[src/hw/gpio_occ_regs.vh]
// register map, field positions, reset values and timing for the pin port
`ifndef GPIO_OCC_REGS_VH
`define GPIO_OCC_REGS_VH

`define ADDR_W             8
`define DATA_W             32

`define OFF_DIRECTION      8'h00
`define OFF_LEVEL          8'h04
`define OFF_TOGGLE         8'h08
`define OFF_INTERVAL       8'h0C
`define OFF_OCC_CTRL       8'h10
`define OFF_OCC_STATUS     8'h14
`define OFF_PIN_INPUT      8'h18
`define OFF_INTERVAL_BUSY  8'h1C

`define IVL_SECS_LSB       0
`define IVL_SECS_MSB       6
`define IVL_LEVEL_BIT      7
`define IVL_PIN_LSB        8
`define IVL_PIN_MSB        11

`define OCC_POL_BIT        0
`define OCC_RAW_BIT        0
`define OCC_STATE_BIT      1

`define RST_DIRECTION      16'h0000
`define RST_LEVEL          16'h0000
`define RST_OCC_POL        1'b1

`define IVL_SECS_MIN       7'h01
`define IVL_SECS_MAX       7'h78

`define CLK_FREQ_HZ        200000000
`define ONE_SECOND_MS      1000
`define SECOND_CYCLES      (`ONE_SECOND_MS * (`CLK_FREQ_HZ / 1000))

`endif

[src/hw/gpio_occ_port.v]
// general-purpose pin port with timed levels plus occupancy sensor input
//
// Behaviour
// - per-pin direction register, input or output
// - driven level of each pin reads back
// - level write drives and holds pin level
// - timed level for 1 to 120 seconds
// - toggle inverts driven level of pin
// - raw occupancy pin level is readable
// - polarity selects which level means occupied
// - polarity resets to active high
// - occupied when level matches polarity, else free
`timescale 1ns/1ps
`default_nettype none
`include "gpio_occ_regs.vh"

module gpio_occ_port #(
  parameter NUM_PINS      = 4,
  parameter SECOND_CYCLES = `SECOND_CYCLES,
  parameter SUB_W         = 28
) (
  input  wire                CLK_SYS_I,
  input  wire                RST_N_I,
  input  wire [`ADDR_W-1:0]  ADDR_I,
  input  wire [`DATA_W-1:0]  WDATA_I,
  input  wire                WR_I,
  input  wire                RD_I,
  output reg  [`DATA_W-1:0]  RDATA_O,
  input  wire [NUM_PINS-1:0] GPIO_I,
  output reg  [NUM_PINS-1:0] GPIO_O,
  output reg  [NUM_PINS-1:0] GPIO_OE_O,
  input  wire                OCC_I,
  output reg                 OCCUPIED_O
);

  // shared constants are wider than this port, cut on purpose
  localparam [31:0]      RELOAD_FULL = SECOND_CYCLES - 1;
  localparam [SUB_W-1:0] SUB_RELOAD  = RELOAD_FULL[SUB_W-1:0];
  localparam [15:0]      DIR_RST_W   = `RST_DIRECTION;
  localparam [15:0]      LEVEL_RST_W = `RST_LEVEL;

  reg  [NUM_PINS-1:0] busy_q;
  reg                 occupancy_polarity_q;
  wire [NUM_PINS-1:0] pin_level;
  wire                occ_level;

  wire wr_dir   = WR_I && (ADDR_I == `OFF_DIRECTION);
  wire wr_level = WR_I && (ADDR_I == `OFF_LEVEL);
  wire wr_tog   = WR_I && (ADDR_I == `OFF_TOGGLE);
  wire wr_ivl   = WR_I && (ADDR_I == `OFF_INTERVAL);
  wire wr_occ   = WR_I && (ADDR_I == `OFF_OCC_CTRL);

  wire [6:0] ivl_secs  = WDATA_I[`IVL_SECS_MSB:`IVL_SECS_LSB];
  wire       ivl_level = WDATA_I[`IVL_LEVEL_BIT];
  wire [3:0] ivl_pin   = WDATA_I[`IVL_PIN_MSB:`IVL_PIN_LSB];
  // out-of-range durations are dropped rather than clamped
  wire       ivl_ok    = (ivl_secs >= `IVL_SECS_MIN) && (ivl_secs <= `IVL_SECS_MAX);

  pin_sync3 #(
    .WIDTH (NUM_PINS + 1)
  ) u_sync (
    .CLK_SYS_I (CLK_SYS_I),
    .RST_N_I   (RST_N_I),
    .PIN_I     ({OCC_I, GPIO_I}),
    .LEVEL_O   ({occ_level, pin_level})
  );

  // direction: 1 drives the pin
  always @(posedge CLK_SYS_I) begin
    if (!RST_N_I) begin
      GPIO_OE_O <= DIR_RST_W[NUM_PINS-1:0];
    end else if (wr_dir) begin
      GPIO_OE_O <= WDATA_I[NUM_PINS-1:0];
    end
  end

  genvar i;
  generate
    for (i = 0; i < NUM_PINS; i = i + 1) begin : g_pin
      reg  [6:0]       secs_q;
      reg  [SUB_W-1:0] sub_q;
      wire             is_out  = GPIO_OE_O[i];
      wire             int_hit = wr_ivl && ivl_ok && (ivl_pin == i) && is_out;
      wire             set_hit = wr_level && is_out;
      wire             tog_hit = wr_tog && WDATA_I[i] && is_out;

      always @(posedge CLK_SYS_I) begin
        if (!RST_N_I) begin
          GPIO_O[i] <= LEVEL_RST_W[i];
          busy_q[i] <= 1'b0;
          secs_q    <= 7'h00;
          sub_q     <= {SUB_W{1'b0}};
        end else if (!is_out) begin
          // switching to input abandons a running interval
          busy_q[i] <= 1'b0;
        end else if (int_hit) begin
          GPIO_O[i] <= ivl_level;
          busy_q[i] <= 1'b1;
          secs_q    <= ivl_secs;
          sub_q     <= SUB_RELOAD;
        end else if (set_hit) begin
          GPIO_O[i] <= WDATA_I[i];
          busy_q[i] <= 1'b0;
        end else if (tog_hit) begin
          GPIO_O[i] <= ~GPIO_O[i];
          busy_q[i] <= 1'b0;
        end else if (busy_q[i]) begin
          // per-pin sub-second count so every interval lasts whole seconds
          if (sub_q == {SUB_W{1'b0}}) begin
            sub_q <= SUB_RELOAD;
            if (secs_q == `IVL_SECS_MIN) begin
              busy_q[i] <= 1'b0;
              GPIO_O[i] <= ~GPIO_O[i];
            end else begin
              secs_q <= secs_q - 7'h01;
            end
          end else begin
            sub_q <= sub_q - {{(SUB_W-1){1'b0}}, 1'b1};
          end
        end
      end
    end
  endgenerate

  // occupancy
  always @(posedge CLK_SYS_I) begin
    if (!RST_N_I) begin
      occupancy_polarity_q <= `RST_OCC_POL;
      OCCUPIED_O           <= 1'b0;
    end else begin
      if (wr_occ) begin
        occupancy_polarity_q <= WDATA_I[`OCC_POL_BIT];
      end
      OCCUPIED_O <= ~(occ_level ^ occupancy_polarity_q);
    end
  end

  // read port: data valid only in the cycle after the strobe
  reg [`DATA_W-1:0] rd_d;
  always @* begin
    rd_d = {`DATA_W{1'b0}};
    case (ADDR_I)
      `OFF_DIRECTION:     rd_d[NUM_PINS-1:0] = GPIO_OE_O;
      `OFF_LEVEL:         rd_d[NUM_PINS-1:0] = GPIO_O;
      `OFF_OCC_CTRL:      rd_d[`OCC_POL_BIT] = occupancy_polarity_q;
      `OFF_OCC_STATUS: begin
        rd_d[`OCC_RAW_BIT]   = occ_level;
        rd_d[`OCC_STATE_BIT] = OCCUPIED_O;
      end
      `OFF_PIN_INPUT:     rd_d[NUM_PINS-1:0] = pin_level;
      `OFF_INTERVAL_BUSY: rd_d[NUM_PINS-1:0] = busy_q;
      default:            rd_d = {`DATA_W{1'b0}};
    endcase
  end

  always @(posedge CLK_SYS_I) begin
    if (!RST_N_I) begin
      RDATA_O <= {`DATA_W{1'b0}};
    end else if (RD_I) begin
      RDATA_O <= rd_d;
    end else begin
      RDATA_O <= {`DATA_W{1'b0}};
    end
  end

endmodule // gpio_occ_port

`default_nettype wire

[src/hw/pin_sync3.v]
// three-stage pin synchroniser that accepts a change once stages two and three agree
`timescale 1ns/1ps
`default_nettype none

module pin_sync3 #(
  parameter WIDTH = 1
) (
  input  wire             CLK_SYS_I,
  input  wire             RST_N_I,
  input  wire [WIDTH-1:0] PIN_I,
  output reg  [WIDTH-1:0] LEVEL_O
);

  reg [WIDTH-1:0] meta_q;
  reg [WIDTH-1:0] s2_q;
  reg [WIDTH-1:0] s3_q;
  integer         b;

  always @(posedge CLK_SYS_I) begin
    if (!RST_N_I) begin
      meta_q  <= {WIDTH{1'b0}};
      s2_q    <= {WIDTH{1'b0}};
      s3_q    <= {WIDTH{1'b0}};
      LEVEL_O <= {WIDTH{1'b0}};
    end else begin
      meta_q <= PIN_I;
      s2_q   <= meta_q;
      s3_q   <= s2_q;
      // a one-cycle glitch past stage one never reaches the output
      for (b = 0; b < WIDTH; b = b + 1) begin
        if (s2_q[b] == s3_q[b]) begin
          LEVEL_O[b] <= s3_q[b];
        end
      end
    end
  end

endmodule // pin_sync3

`default_nettype wire

[config.mk]
export PLATFORM = sky130hd
export DESIGN_NAME = gpio_occ_port
export DESIGN_NICKNAME = d
export VERILOG_FILES = /design/src/hw/gpio_occ_port.v /design/src/hw/pin_sync3.v
export VERILOG_INCLUDE_DIRS = /design/src /design/src/hw
export SDC_FILE = /design/constraint.sdc
export NUM_CORES = 1
export LEC_CHECK = 0
export ABC_AREA = 0
export BUFFER_PORTS_ARGS = -buffer_cell sky130_fd_sc_hd__buf_4
export CORE_ASPECT_RATIO = 0.9
export CORE_MARGIN = 2
export CORE_UTILIZATION = 60
export CTS_CLUSTER_DIAMETER = 40
export DETAILED_ROUTE_END_ITERATION = 10
export PLACE_DENSITY_LB_ADDON = 0.25
export SYNTH_ARGS = -nofsm -noshare
export SYNTH_HDL_FRONTEND = slang
export SYNTH_SLANG_ARGS = --single-unit
[constraint.sdc]
create_clock -name CLK_SYS_I -period 3.1 [get_ports CLK_SYS_I]
set_input_delay 0.155 -clock CLK_SYS_I [delete_from_list [all_inputs] [get_ports CLK_SYS_I]]
set_output_delay 0.155 -clock CLK_SYS_I [all_outputs]
set_load 0.02 [all_outputs]
==> impl_metrics.py, run 1 <==
metrics = {
    "clock_network": {
        "htree_levels": 4,
        "cts.clk_slew.worst_paths_ps": 70,
        "insertion_delay_ps": 440,
        "ctsResizeCount": 0,
        "cts_buffer_depth": 2,
        "cts_sinks": 178,
        "cts_tree": "done",
        "numCtsBuffers": 17,
        "cts_setup_buffers": 0,
        "hold_buffers": 5,
        "cts_root_buffer": "clkbuf_16",
    },
    "flow_run": {
        "drv_cap": 0,
    },
    "cells_and_area": {
        "nFillCells": 1376,
        "final_nets": 1283,
        "area_growth_pct": 11.0,
        "drive_gt1_share_pct": 13.2,
        "n_antenna_cell": 0,
        "instances_no_fill": 1442,
    },
    "power": {
        "power.share.switching_pct": 22.2,
        "p_leak_nw": 4.30,
        "combPwrFrac_pct": 3.9,
        "pwr-share-seq_pct": 48.2,
        "power_density_mw_per_mm2": 425,
        "clkPwrFrac_pct": 47.9,
        "peakVddDrop_v": 0.000461,
        "intPower_mw": 3.71,
        "total_power_mw": 4.77,
        "switchingPower_mw": 1.06,
    },
    "sta": {
        "finalSetupViolCount": 0,
        "finalMaxSlewViolations": 0,
        "finalSetupTns_ps": 0,
        "slew_headroom_pct": 17.8,
        "period_share_pct": 88.7,
        "hold_violations": 0,
        "holdWs_ps": 49.9,
        "worstMarginPinSlew_ps": 1230,
        "fin_ws_ps": 349,
        "rsz0062_at_grt": "no",
        "fmaxAchievable_ghz": 0.364,
        "min_period_ps": 2750,
        "clock_skew_ps": 7.94,
    },
    "global_route": {
        "grtUsageMet1_pct": 39.8,
        "grt_pass1_vias": 8546,
        "grt_util_met3_pct": 5.85,
        "grt_use_met2_pct": 43.7,
        "top_usage_layer": "met2",
        "grt-ovfl-total": 0,
        "grt_pass1_wl_um": 41900,
        "grt_antenna_before_repair": 0,
        "grt_max_degree": 53,
        "grtUsageTotal_pct": 28.5,
    },
    "critical_path": {
        "endpoint_kind": "flip-flop",
        "startpoint_type": "flip-flop",
        "cp_max_fo": 10,
        "crit_type": "reg -> reg",
        "worstPathRequired_ps": 3430,
        "worstPathArrival_ps": 3080,
    },
    "detailed_routing": {
        "wl_per_cell_um": 17.4,
        "via_per_inst": 6.25,
        "final_antenna_net_count": 0,
        "vias": 9007,
        "first_iter_violations": 966,
        "post-route-drc-count": 0,
        "drtPass1Iterations": 5,
        "wl_um": 25100,
    },
    "synthesis": {
        "yosys-top-cells-area": "dfxtp_1, xor2_1, a21oi_1",
        "synth_edf_count": 0,
        "synth_cell_types": 84,
        "netlist_area_mm2": 0.0101,
        "synthTopCellsByCount": "dfxtp_1, nor2_1, a21oi_1, xor2_1, nand2_1",
        "synth_top_area_cell": "dfxtp_1",
        "synth-seq-area-share_pct": 35.3,
        "synth-seq-cells": 178,
        "synth_top_area_share_pct": 35.3,
        "async_flop_share_pct": 0,
        "netlist_instances": 1187,
        "synth.avg_cell_area_um2": 8.52,
        "synth_ff_type": "dfxtp_1",
        "yosysWarnings": 0,
        "synth.most_common_cell": "dfxtp_1",
    },
    "floorplan": {
        "die-area_mm2": 0.0179,
        "core_area_mm2": 0.0167,
        "rows": 45,
        "die_y_um": 127,
        "start_util_pct": 60.7,
        "die_w_um": 141,
        "ios": 90,
    },
    "placement": {
        "hpwl_um": 16900,
        "gp_congestion": 0.914,
        "place_inst": 1405,
        "place_ws_ps": 217,
        "io_buffers": 41,
    },
    "outcome": {
        "status": "completed",
    },
    "hold_path": {
        "hold_path_class": "in -> reg",
    },
}
## state kept, by name, summed over array words and instances (netlist names)
signal                count
OCCUPIED_O                1
g_pin.sub_q             112
busy_q                    4
g_pin.secs_q             28
occupancy_polarity_q      1
GPIO_O                    4
u_sync.s2_q               5
u_sync.meta_q             5
u_sync.s3_q               5
u_sync.LEVEL_O            5
GPIO_OE_O                 4
RDATA_O                   4
## layer usage
metal / share of wire [%] / wire, um
met2: 45 / 11300
met5: 0 / 0
met1: 47 / 11800
met4: 1.5 / 379
met3: 6.5 / 1640
## worst max-delay path, stage by stage (launching register included)
cell     delay [ps]
dfxtp_1         350
or4_4           560
or4_1           650
nor4_4          530
nand3_1         230
mux2i_1         170
and3_1          160
## per-stage QoR
stage | util, % | cell area [um2]
floorplan | - | 10200
global placement | 63.2 | 10500
detailed placement | 63.2 | 10500
CTS | 67.3 | 11200
global route | 67.3 | 11200
finish | 67.3 | 11200
## final timing paths
path | startpoint | to | slack, ps | depth (start not counted)
min reg2reg | u_sync.meta_q[0] | u_sync.s2_q[0] | 440 | 1
max reg2reg | g_pin[1].sub_q[6] | g_pin[1].secs_q[0] | 350 | 6
max | g_pin[1].sub_q[6] | g_pin[1].secs_q[0] | 350 | 6
min | WDATA_I[6] | g_pin[3].secs_q[6] | 50 | 3
## cells by family (layout without fill, tap and decap cells)
| kind of cell | count (synthesis) | in the layout | share of synthesized area, % |
|---|---|---|---|
| fa+ha+maj | 16 | 16 | 1.98 |
| xor+xnor | 89 | 89 | 7.71 |
| buf+inv | 132 | 149 | 6.37 |
| other cells | 1 | 28 | 0.0371 |
| flops | 178 | 178 | 35.3 |
| compound gates | 299 | 299 | 21.0 |
| mux | 26 | 26 | 2.78 |
| simple gates | 446 | 446 | 24.8 |
## final cells by class
type	instances	area (um2)	area share [%]
multi-input combinational	904	6000	53.5
sequential	178	3560	31.8
timing repair buffer	81	621	5.53
clock buffer	22	484	4.32
tap	211	264	2.35
clock inverter	10	149	1.33
inverter	36	136	1.22
## placed cells by master, fill, tap and decap left out, drive strengths merged, types with 8 or more instances in the layout
master	n
nor4b	8
nand3b	11
xnor2	33
o2111ai	17
nor4	38
a31oi	15
dfxtp	178
nand2	53
mux2i	21
or4	18
clkbuf	22
or3	19
and2	25
ha	16
o211ai	31
o21ai	37
or2	10
nor3b	10
and3	10
inv	36
buf	76
o31ai	8
xor2	56
nand4	26
a21oi	97
nand2b	13
a211oi	34
conb	28
a211o	8
nor3	35
nor2	120
nand3	28
a2111oi	11
## power groups by stage
| stage | sequential, mW | clock (mW) | combinational, mW |
|---|---|---|---|
| global route | 2.30 | 2.41 | 0.201 |
| finish | 2.30 | 2.29 | 0.187 |
| floorplan | 2.35 | 0 | 0.136 |
| detailed placement | 2.35 | 0 | 0.178 |
| global placement | 2.35 | 0 | 0.177 |
| CTS | 2.30 | 2.31 | 0.184 |
No activity file was read; power rests on OpenSTA's default activity.
==> run 2, diff against run 1 <==
CORE_MARGIN = 5   (was 2)
CORE_UTILIZATION = 40   (was 60)
==> run 2 against run 1 <==
Against the previous run: non-clock buffer count is 9 higher; sequential cell count stayed put; critical endpoint unchanged; combinational power is 4% higher; critical path type unchanged; clock power is 3% lower; core utilization is 22 points lower; clock skew is 3.2 ps higher; largest power group unchanged.
==> impl_metrics.py, run 2 (synthesized netlist as in run 1, its figures left out) <==
metrics = {
    "outcome": {
        "status": "completed",
    },
    "power": {
        "power_density_mw_per_mm2": 412,
        "peakVddDrop_v": 0.000303,
        "p_leak_nw": 4.33,
    },
    "placement": {
        "place_area_mm2": 0.0108,
        "gp_congestion": 0.858,
        "hpwl_um": 18000,
        "io_buffers": 41,
    },
    "clock_network": {
        "cts_setup_buffers": 0,
        "cts_buffer_depth": 2,
        "cts.clk_slew.worst_paths_ps": 70,
        "htree_levels": 4,
        "hold_buffers": 5,
        "numCtsBuffers": 17,
        "cts_sinks": 178,
        "ctsResizeCount": 0,
        "cts_root_buffer": "clkbuf_16",
        "insertion_delay_ps": 440,
        "cts_tree": "done",
    },
    "detailed_routing": {
        "final_antenna_net_count": 0,
        "wl_per_cell_um": 16.4,
        "via_per_inst": 5.55,
        "drtPass1Iterations": 5,
        "post-route-drc-count": 0,
        "wl_um": 26000,
        "first_iter_violations": 572,
        "vias": 8776,
    },
    "critical_path": {
        "slowest_delay_ps": 640,
        "endpoint_kind": "flip-flop",
        "startpoint_type": "flip-flop",
        "slowest_stage": "or4_1",
        "crit_type": "reg -> reg",
        "path_cells": "or4_4, or4_1, nor4_4, nand3_1, mux2i_1, and3_1",
        "worstPathRequired_ps": 3430,
        "cp_max_fo": 10,
        "worstPathArrival_ps": 3110,
    },
    "cells_and_area": {
        "final_nets": 1292,
        "design_area_mm2": 0.0114,
        "area_growth_pct": 12.9,
        "top_register": "g_pin.sub_q",
        "nFillCells": 2483,
        "reg_top3": "g_pin.sub_q: 112 flops, g_pin.secs_q: 28 flops",
        "largest_reg_flops": 112,
        "drive_gt1_share_pct": 13.8,
        "final_common_cell": "dfxtp_1",
        "n_antenna_cell": 0,
        "final_cell_mix": "dfxtp_1, nor2_1, a21oi_1, buf_4, xor2_1",
    },
    "sta": {
        "finalSetupTns_ps": 0,
        "holdWs_ps": 46.1,
        "clock_skew_ps": 11.2,
        "rsz0062_at_grt": "no",
        "fmaxAchievable_ghz": 0.359,
        "period_share_pct": 89.9,
        "hold_violations": 0,
        "worstMarginPinSlew_ps": 873,
        "slew_headroom_pct": 41.7,
        "finalMaxSlewViolations": 0,
        "finalSetupViolCount": 0,
        "min_period_ps": 2790,
    },
    "flow_run": {
        "drv_cap": 0,
    },
    "global_route": {
        "grt_antenna_before_repair": 0,
        "grt-ovfl-total": 0,
        "grt_max_degree": 48,
        "grtUsageTotal_pct": 18.3,
        "grt_pass1_wl_um": 43400,
        "grt_pass1_vias": 8294,
    },
    "hold_path": {
        "hold_path_class": "in -> reg",
    },
    "floorplan": {
        "die-area_mm2": 0.0286,
        "ios": 90,
        "die_w_um": 178,
        "core_area_mm2": 0.0250,
        "die_y_um": 161,
        "rows": 55,
        "start_util_pct": 40.4,
    },
}
-- run 2: power by group --
group | internal (mW) | switching, mW
clock | 1.23 | 0.989
combinational | 0.0562 | 0.138
sequential | 2.29 | 0.00274
total | 3.58 | 1.13
-- run 2: worst max-delay path: cells and delay by family (launching register included) --
| family | cells | cell delay (ps) |
|---|---|---|
| flip-flops | 1 | 350 |
| AND/OR/NAND/NOR | 5 | 2150 |
| multiplexers | 1 | 170 |
-- run 2: per-stage QoR --
step / util, % / setup WS (ps) / std cells / total power [mW]
floorplan: - / 738 / 1214 / 2.48
global placement: 43.0 / 395 / 1545 / 2.53
finish: 45.5 / 313 / 1582 / 4.70
CTS: 45.5 / 339 / 1582 / 4.76
detailed placement: 43.0 / 339 / 1545 / 2.54
global route: 45.5 / 202 / 1582 / 4.87
-- run 2: layer usage --
layer	wire, um	GRT usage, %	vias up
li1	-	-	4387
met1	13400	27.5	4181
met2	11100	26.6	181
met3	1060	3.06	27
met4	418	5.45	0
met5	0	0	-
-- run 2: final cells by class --
cell class,count,area (um2),area share [%]
flip-flops and latches,178,3560,31.2
clock buffers,19,443,3.88
multi-input cells,904,6000,52.6
clock inverters,13,149,1.30
repair buffers,90,688,6.03
inverters,36,136,1.20
well taps,342,428,3.75
-- run 2: path summary, 6_finish.rpt --
check                    start            endpoint  slack [ps]  depth (start not counted)
max          g_pin[1].sub_q[6]  g_pin[1].secs_q[0]         310                          6
min                 WDATA_I[4]  g_pin[3].secs_q[4]          50                          3
max reg2reg  g_pin[1].sub_q[6]  g_pin[1].secs_q[0]         310                          6
min reg2reg   u_sync.meta_q[2]      u_sync.s2_q[2]         430                          1
==> run 3, diff against run 2 <==
--- a/config.mk
+++ b/config.mk
@@ -15,4 +15,5 @@
 export DETAILED_ROUTE_END_ITERATION = 10
 export PLACE_DENSITY_LB_ADDON = 0.25
+export SETUP_SLACK_MARGIN = 0.2
 export SYNTH_ARGS = -nofsm -noshare
 export SYNTH_HDL_FRONTEND = slang
==> constraint.sdc (replaced) <==
create_clock -name CLK_SYS_I -period 2.8 [get_ports CLK_SYS_I]
set_input_delay 0.28 -clock CLK_SYS_I [delete_from_list [all_inputs] [get_ports CLK_SYS_I]]
set_output_delay 0.28 -clock CLK_SYS_I [all_outputs]
set_load 0.02 [all_outputs]
==> run 3 against run 2 <==
Against the previous run: routed wire length rose by 2.1%; clock power rose by 18%; sequential share of layout area fell by 0.87 points; critical endpoint is now g_pin[1].sub_q[16]; highest routed layer unchanged; cell area rose by 2.9%.
==> impl_metrics.py, run 3 (synthesized netlist as in run 1, its figures left out) <==
metrics = {
    "global_route": {
        "top_usage_layer": "met2",
        "grt_antenna_before_repair": 0,
        "grtUsageTotal_pct": 18.4,
        "grt_max_degree": 39,
        "grt_use_met2_pct": 28.1,
        "grt-ovfl-total": 0,
        "grt_pass1_vias": 8459,
        "grt_util_met3_pct": 3.58,
        "grt_pass1_wl_um": 43700,
        "grtUsageMet1_pct": 26.9,
    },
    "placement": {
        "gp_congestion": 0.854,
        "place_ws_ps": -10.4,
        "io_buffers": 41,
        "hpwl_um": 18500,
    },
    "clock_network": {
        "cts_root_buffer": "clkbuf_16",
        "cts_sinks": 178,
        "numCtsBuffers": 17,
        "insertion_delay_ps": 430,
        "cts_buffer_depth": 2,
        "cts_tree": "done",
        "htree_levels": 4,
        "cts.clk_slew.worst_paths_ps": 70,
    },
    "sta": {
        "slew_headroom_pct": 44.2,
        "finalMaxSlewViolations": 0,
        "min_period_ps": 2530,
        "finalSetupViolCount": 0,
        "rsz0062_at_grt": "yes",
        "worstMarginPinSlew_ps": 836,
        "fmaxAchievable_ghz": 0.396,
        "fin_ws_ps": 275,
        "period_share_pct": 90.2,
        "holdWs_ps": 58.0,
        "hold_violations": 0,
        "clock_skew_ps": 13.5,
    },
    "critical_path": {
        "crit_type": "reg -> reg",
        "r2r-start": "g_pin[1].sub_q[6]",
        "r2r-end": "g_pin[1].sub_q[16]",
        "reg2reg_depth": 7,
        "worstPathArrival_ps": 2840,
        "reg2reg_slack_ps": 270,
        "cp_max_fo": 6,
        "startpoint_type": "flip-flop",
        "endpoint_kind": "flip-flop",
        "worstPathRequired_ps": 3110,
    },
    "hold_path": {
        "hold_depth": 2,
        "hold_path_class": "in -> reg",
        "worstHoldStart": "OCC_I",
        "hold-path-endpoint": "u_sync.meta_q[4]",
    },
    "floorplan": {
        "ios": 90,
        "die-area_mm2": 0.0286,
        "core_area_mm2": 0.0250,
        "start_util_pct": 40.4,
        "rows": 55,
        "die_w_um": 178,
        "die_y_um": 161,
    },
    "cells_and_area": {
        "largest_reg_flops": 112,
        "reg_top3": "g_pin.sub_q: 112 flops, g_pin.secs_q: 28 flops",
        "drive_gt1_share_pct": 16.5,
        "final_cell_mix": "dfxtp_1, buf_4, nor2_1, a21oi_1, xor2_1",
        "area_growth_pct": 16.1,
        "top_register": "g_pin.sub_q",
        "final_nets": 1322,
        "fin_util_pct": 46.9,
        "n_antenna_cell": 0,
        "final_common_cell": "dfxtp_1",
    },
    "detailed_routing": {
        "wl_um": 26500,
        "vias": 8992,
        "post-route-drc-count": 0,
        "drtPass1Iterations": 5,
        "via_per_inst": 5.58,
        "final_antenna_net_count": 0,
        "wl_per_cell_um": 16.5,
        "first_iter_violations": 533,
    },
    "outcome": {
        "status": "completed",
    },
    "power": {
        "peakVddDrop_v": 0.000349,
        "power_density_mw_per_mm2": 458,
        "p_leak_nw": 4.51,
        "total_power_mw": 5.38,
    },
    "flow_run": {
        "drv_cap": 0,
    },
}
## run 3: cell count changes in the layout (fill, tap and decap cells not counted), sizes merged
cell	change
dlygate4sd3	-5
clkinvlp	-1
clkinv	-1
buf	+35
bufinv	+2
## run 3: cell type report
class	instances	area, um2
clock buffers	19	443
clock inverters	13	194
fillers	2483	13300
inverters	36	136
multi-input cells	904	6030
flip-flops and latches	178	3560
well taps	342	428
repair buffers	120	938
## run 3: layer usage
| layer | part of all wire [%] | up-vias |
|---|---|---|
| met2 | 44 | 231 |
| met1 | 50 | 4269 |
| met5 | 0 | - |
| met3 | 5.3 | 28 |
| li1 | - | 4464 |
| met4 | 1.3 | 0 |
## run 3: repair_timing
| item | in CTS | in global routing |
|---|---|---|
| resized for setup | 1 | 5 |
| endpoints found under the setup margin | 6 | 10 |
| pin swaps | 1 | 0 |
| hold buffers | 0 | 0 |
| buffers inserted | 0 | 0 |
## run 3: through the flow
stage | std cells | setup TNS (ps) | cell area (um2)
after CTS | 1612 | 0 | 11700
after floorplan | 1214 | 0 | 10200
after global placement | 1580 | 0 | 11100
after global routing | 1612 | 0 | 11700
final | 1612 | 0 | 11700
after detailed placement | 1580 | -10.4 | 11100
## run 3: critical path: stages, from the launching register on
cell	delay [ps]
dfxtp_1	350
or4_4	570
or4_4	480
buf_4	180
or4_1	410
a211oi_2	180
xnor2_1	160
a21oi_2	70
## run 3: worst max-delay path by stage
stage | start | to | slack, ps | cells after the start
after floorplan | g_pin[1].sub_q[6] | g_pin[1].secs_q[0] | 440 | 7
after global placement | ADDR_I[4] | g_pin[1].sub_q[11] | 80 | 9
after detailed placement | ADDR_I[4] | g_pin[1].sub_q[11] | -10 | 9
after CTS | g_pin[1].sub_q[6] | g_pin[1].sub_q[16] | 270 | 7
after global routing | g_pin[1].sub_q[22] | g_pin[1].secs_q[5] | 170 | 6
final | g_pin[1].sub_q[6] | g_pin[1].sub_q[16] | 270 | 7
## run 3: report_power, final
part / total [mW] / switching (mW) / internal [mW] / leakage [nW]
Combinational: 0.220 / 0.153 / 0.0667 / 2.77
Sequential: 2.54 / 0.00301 / 2.54 / 1.44
Clock: 2.62 / 1.08 / 1.54 / 0.309
Total: 5.38 / 1.24 / 4.14 / 4.51
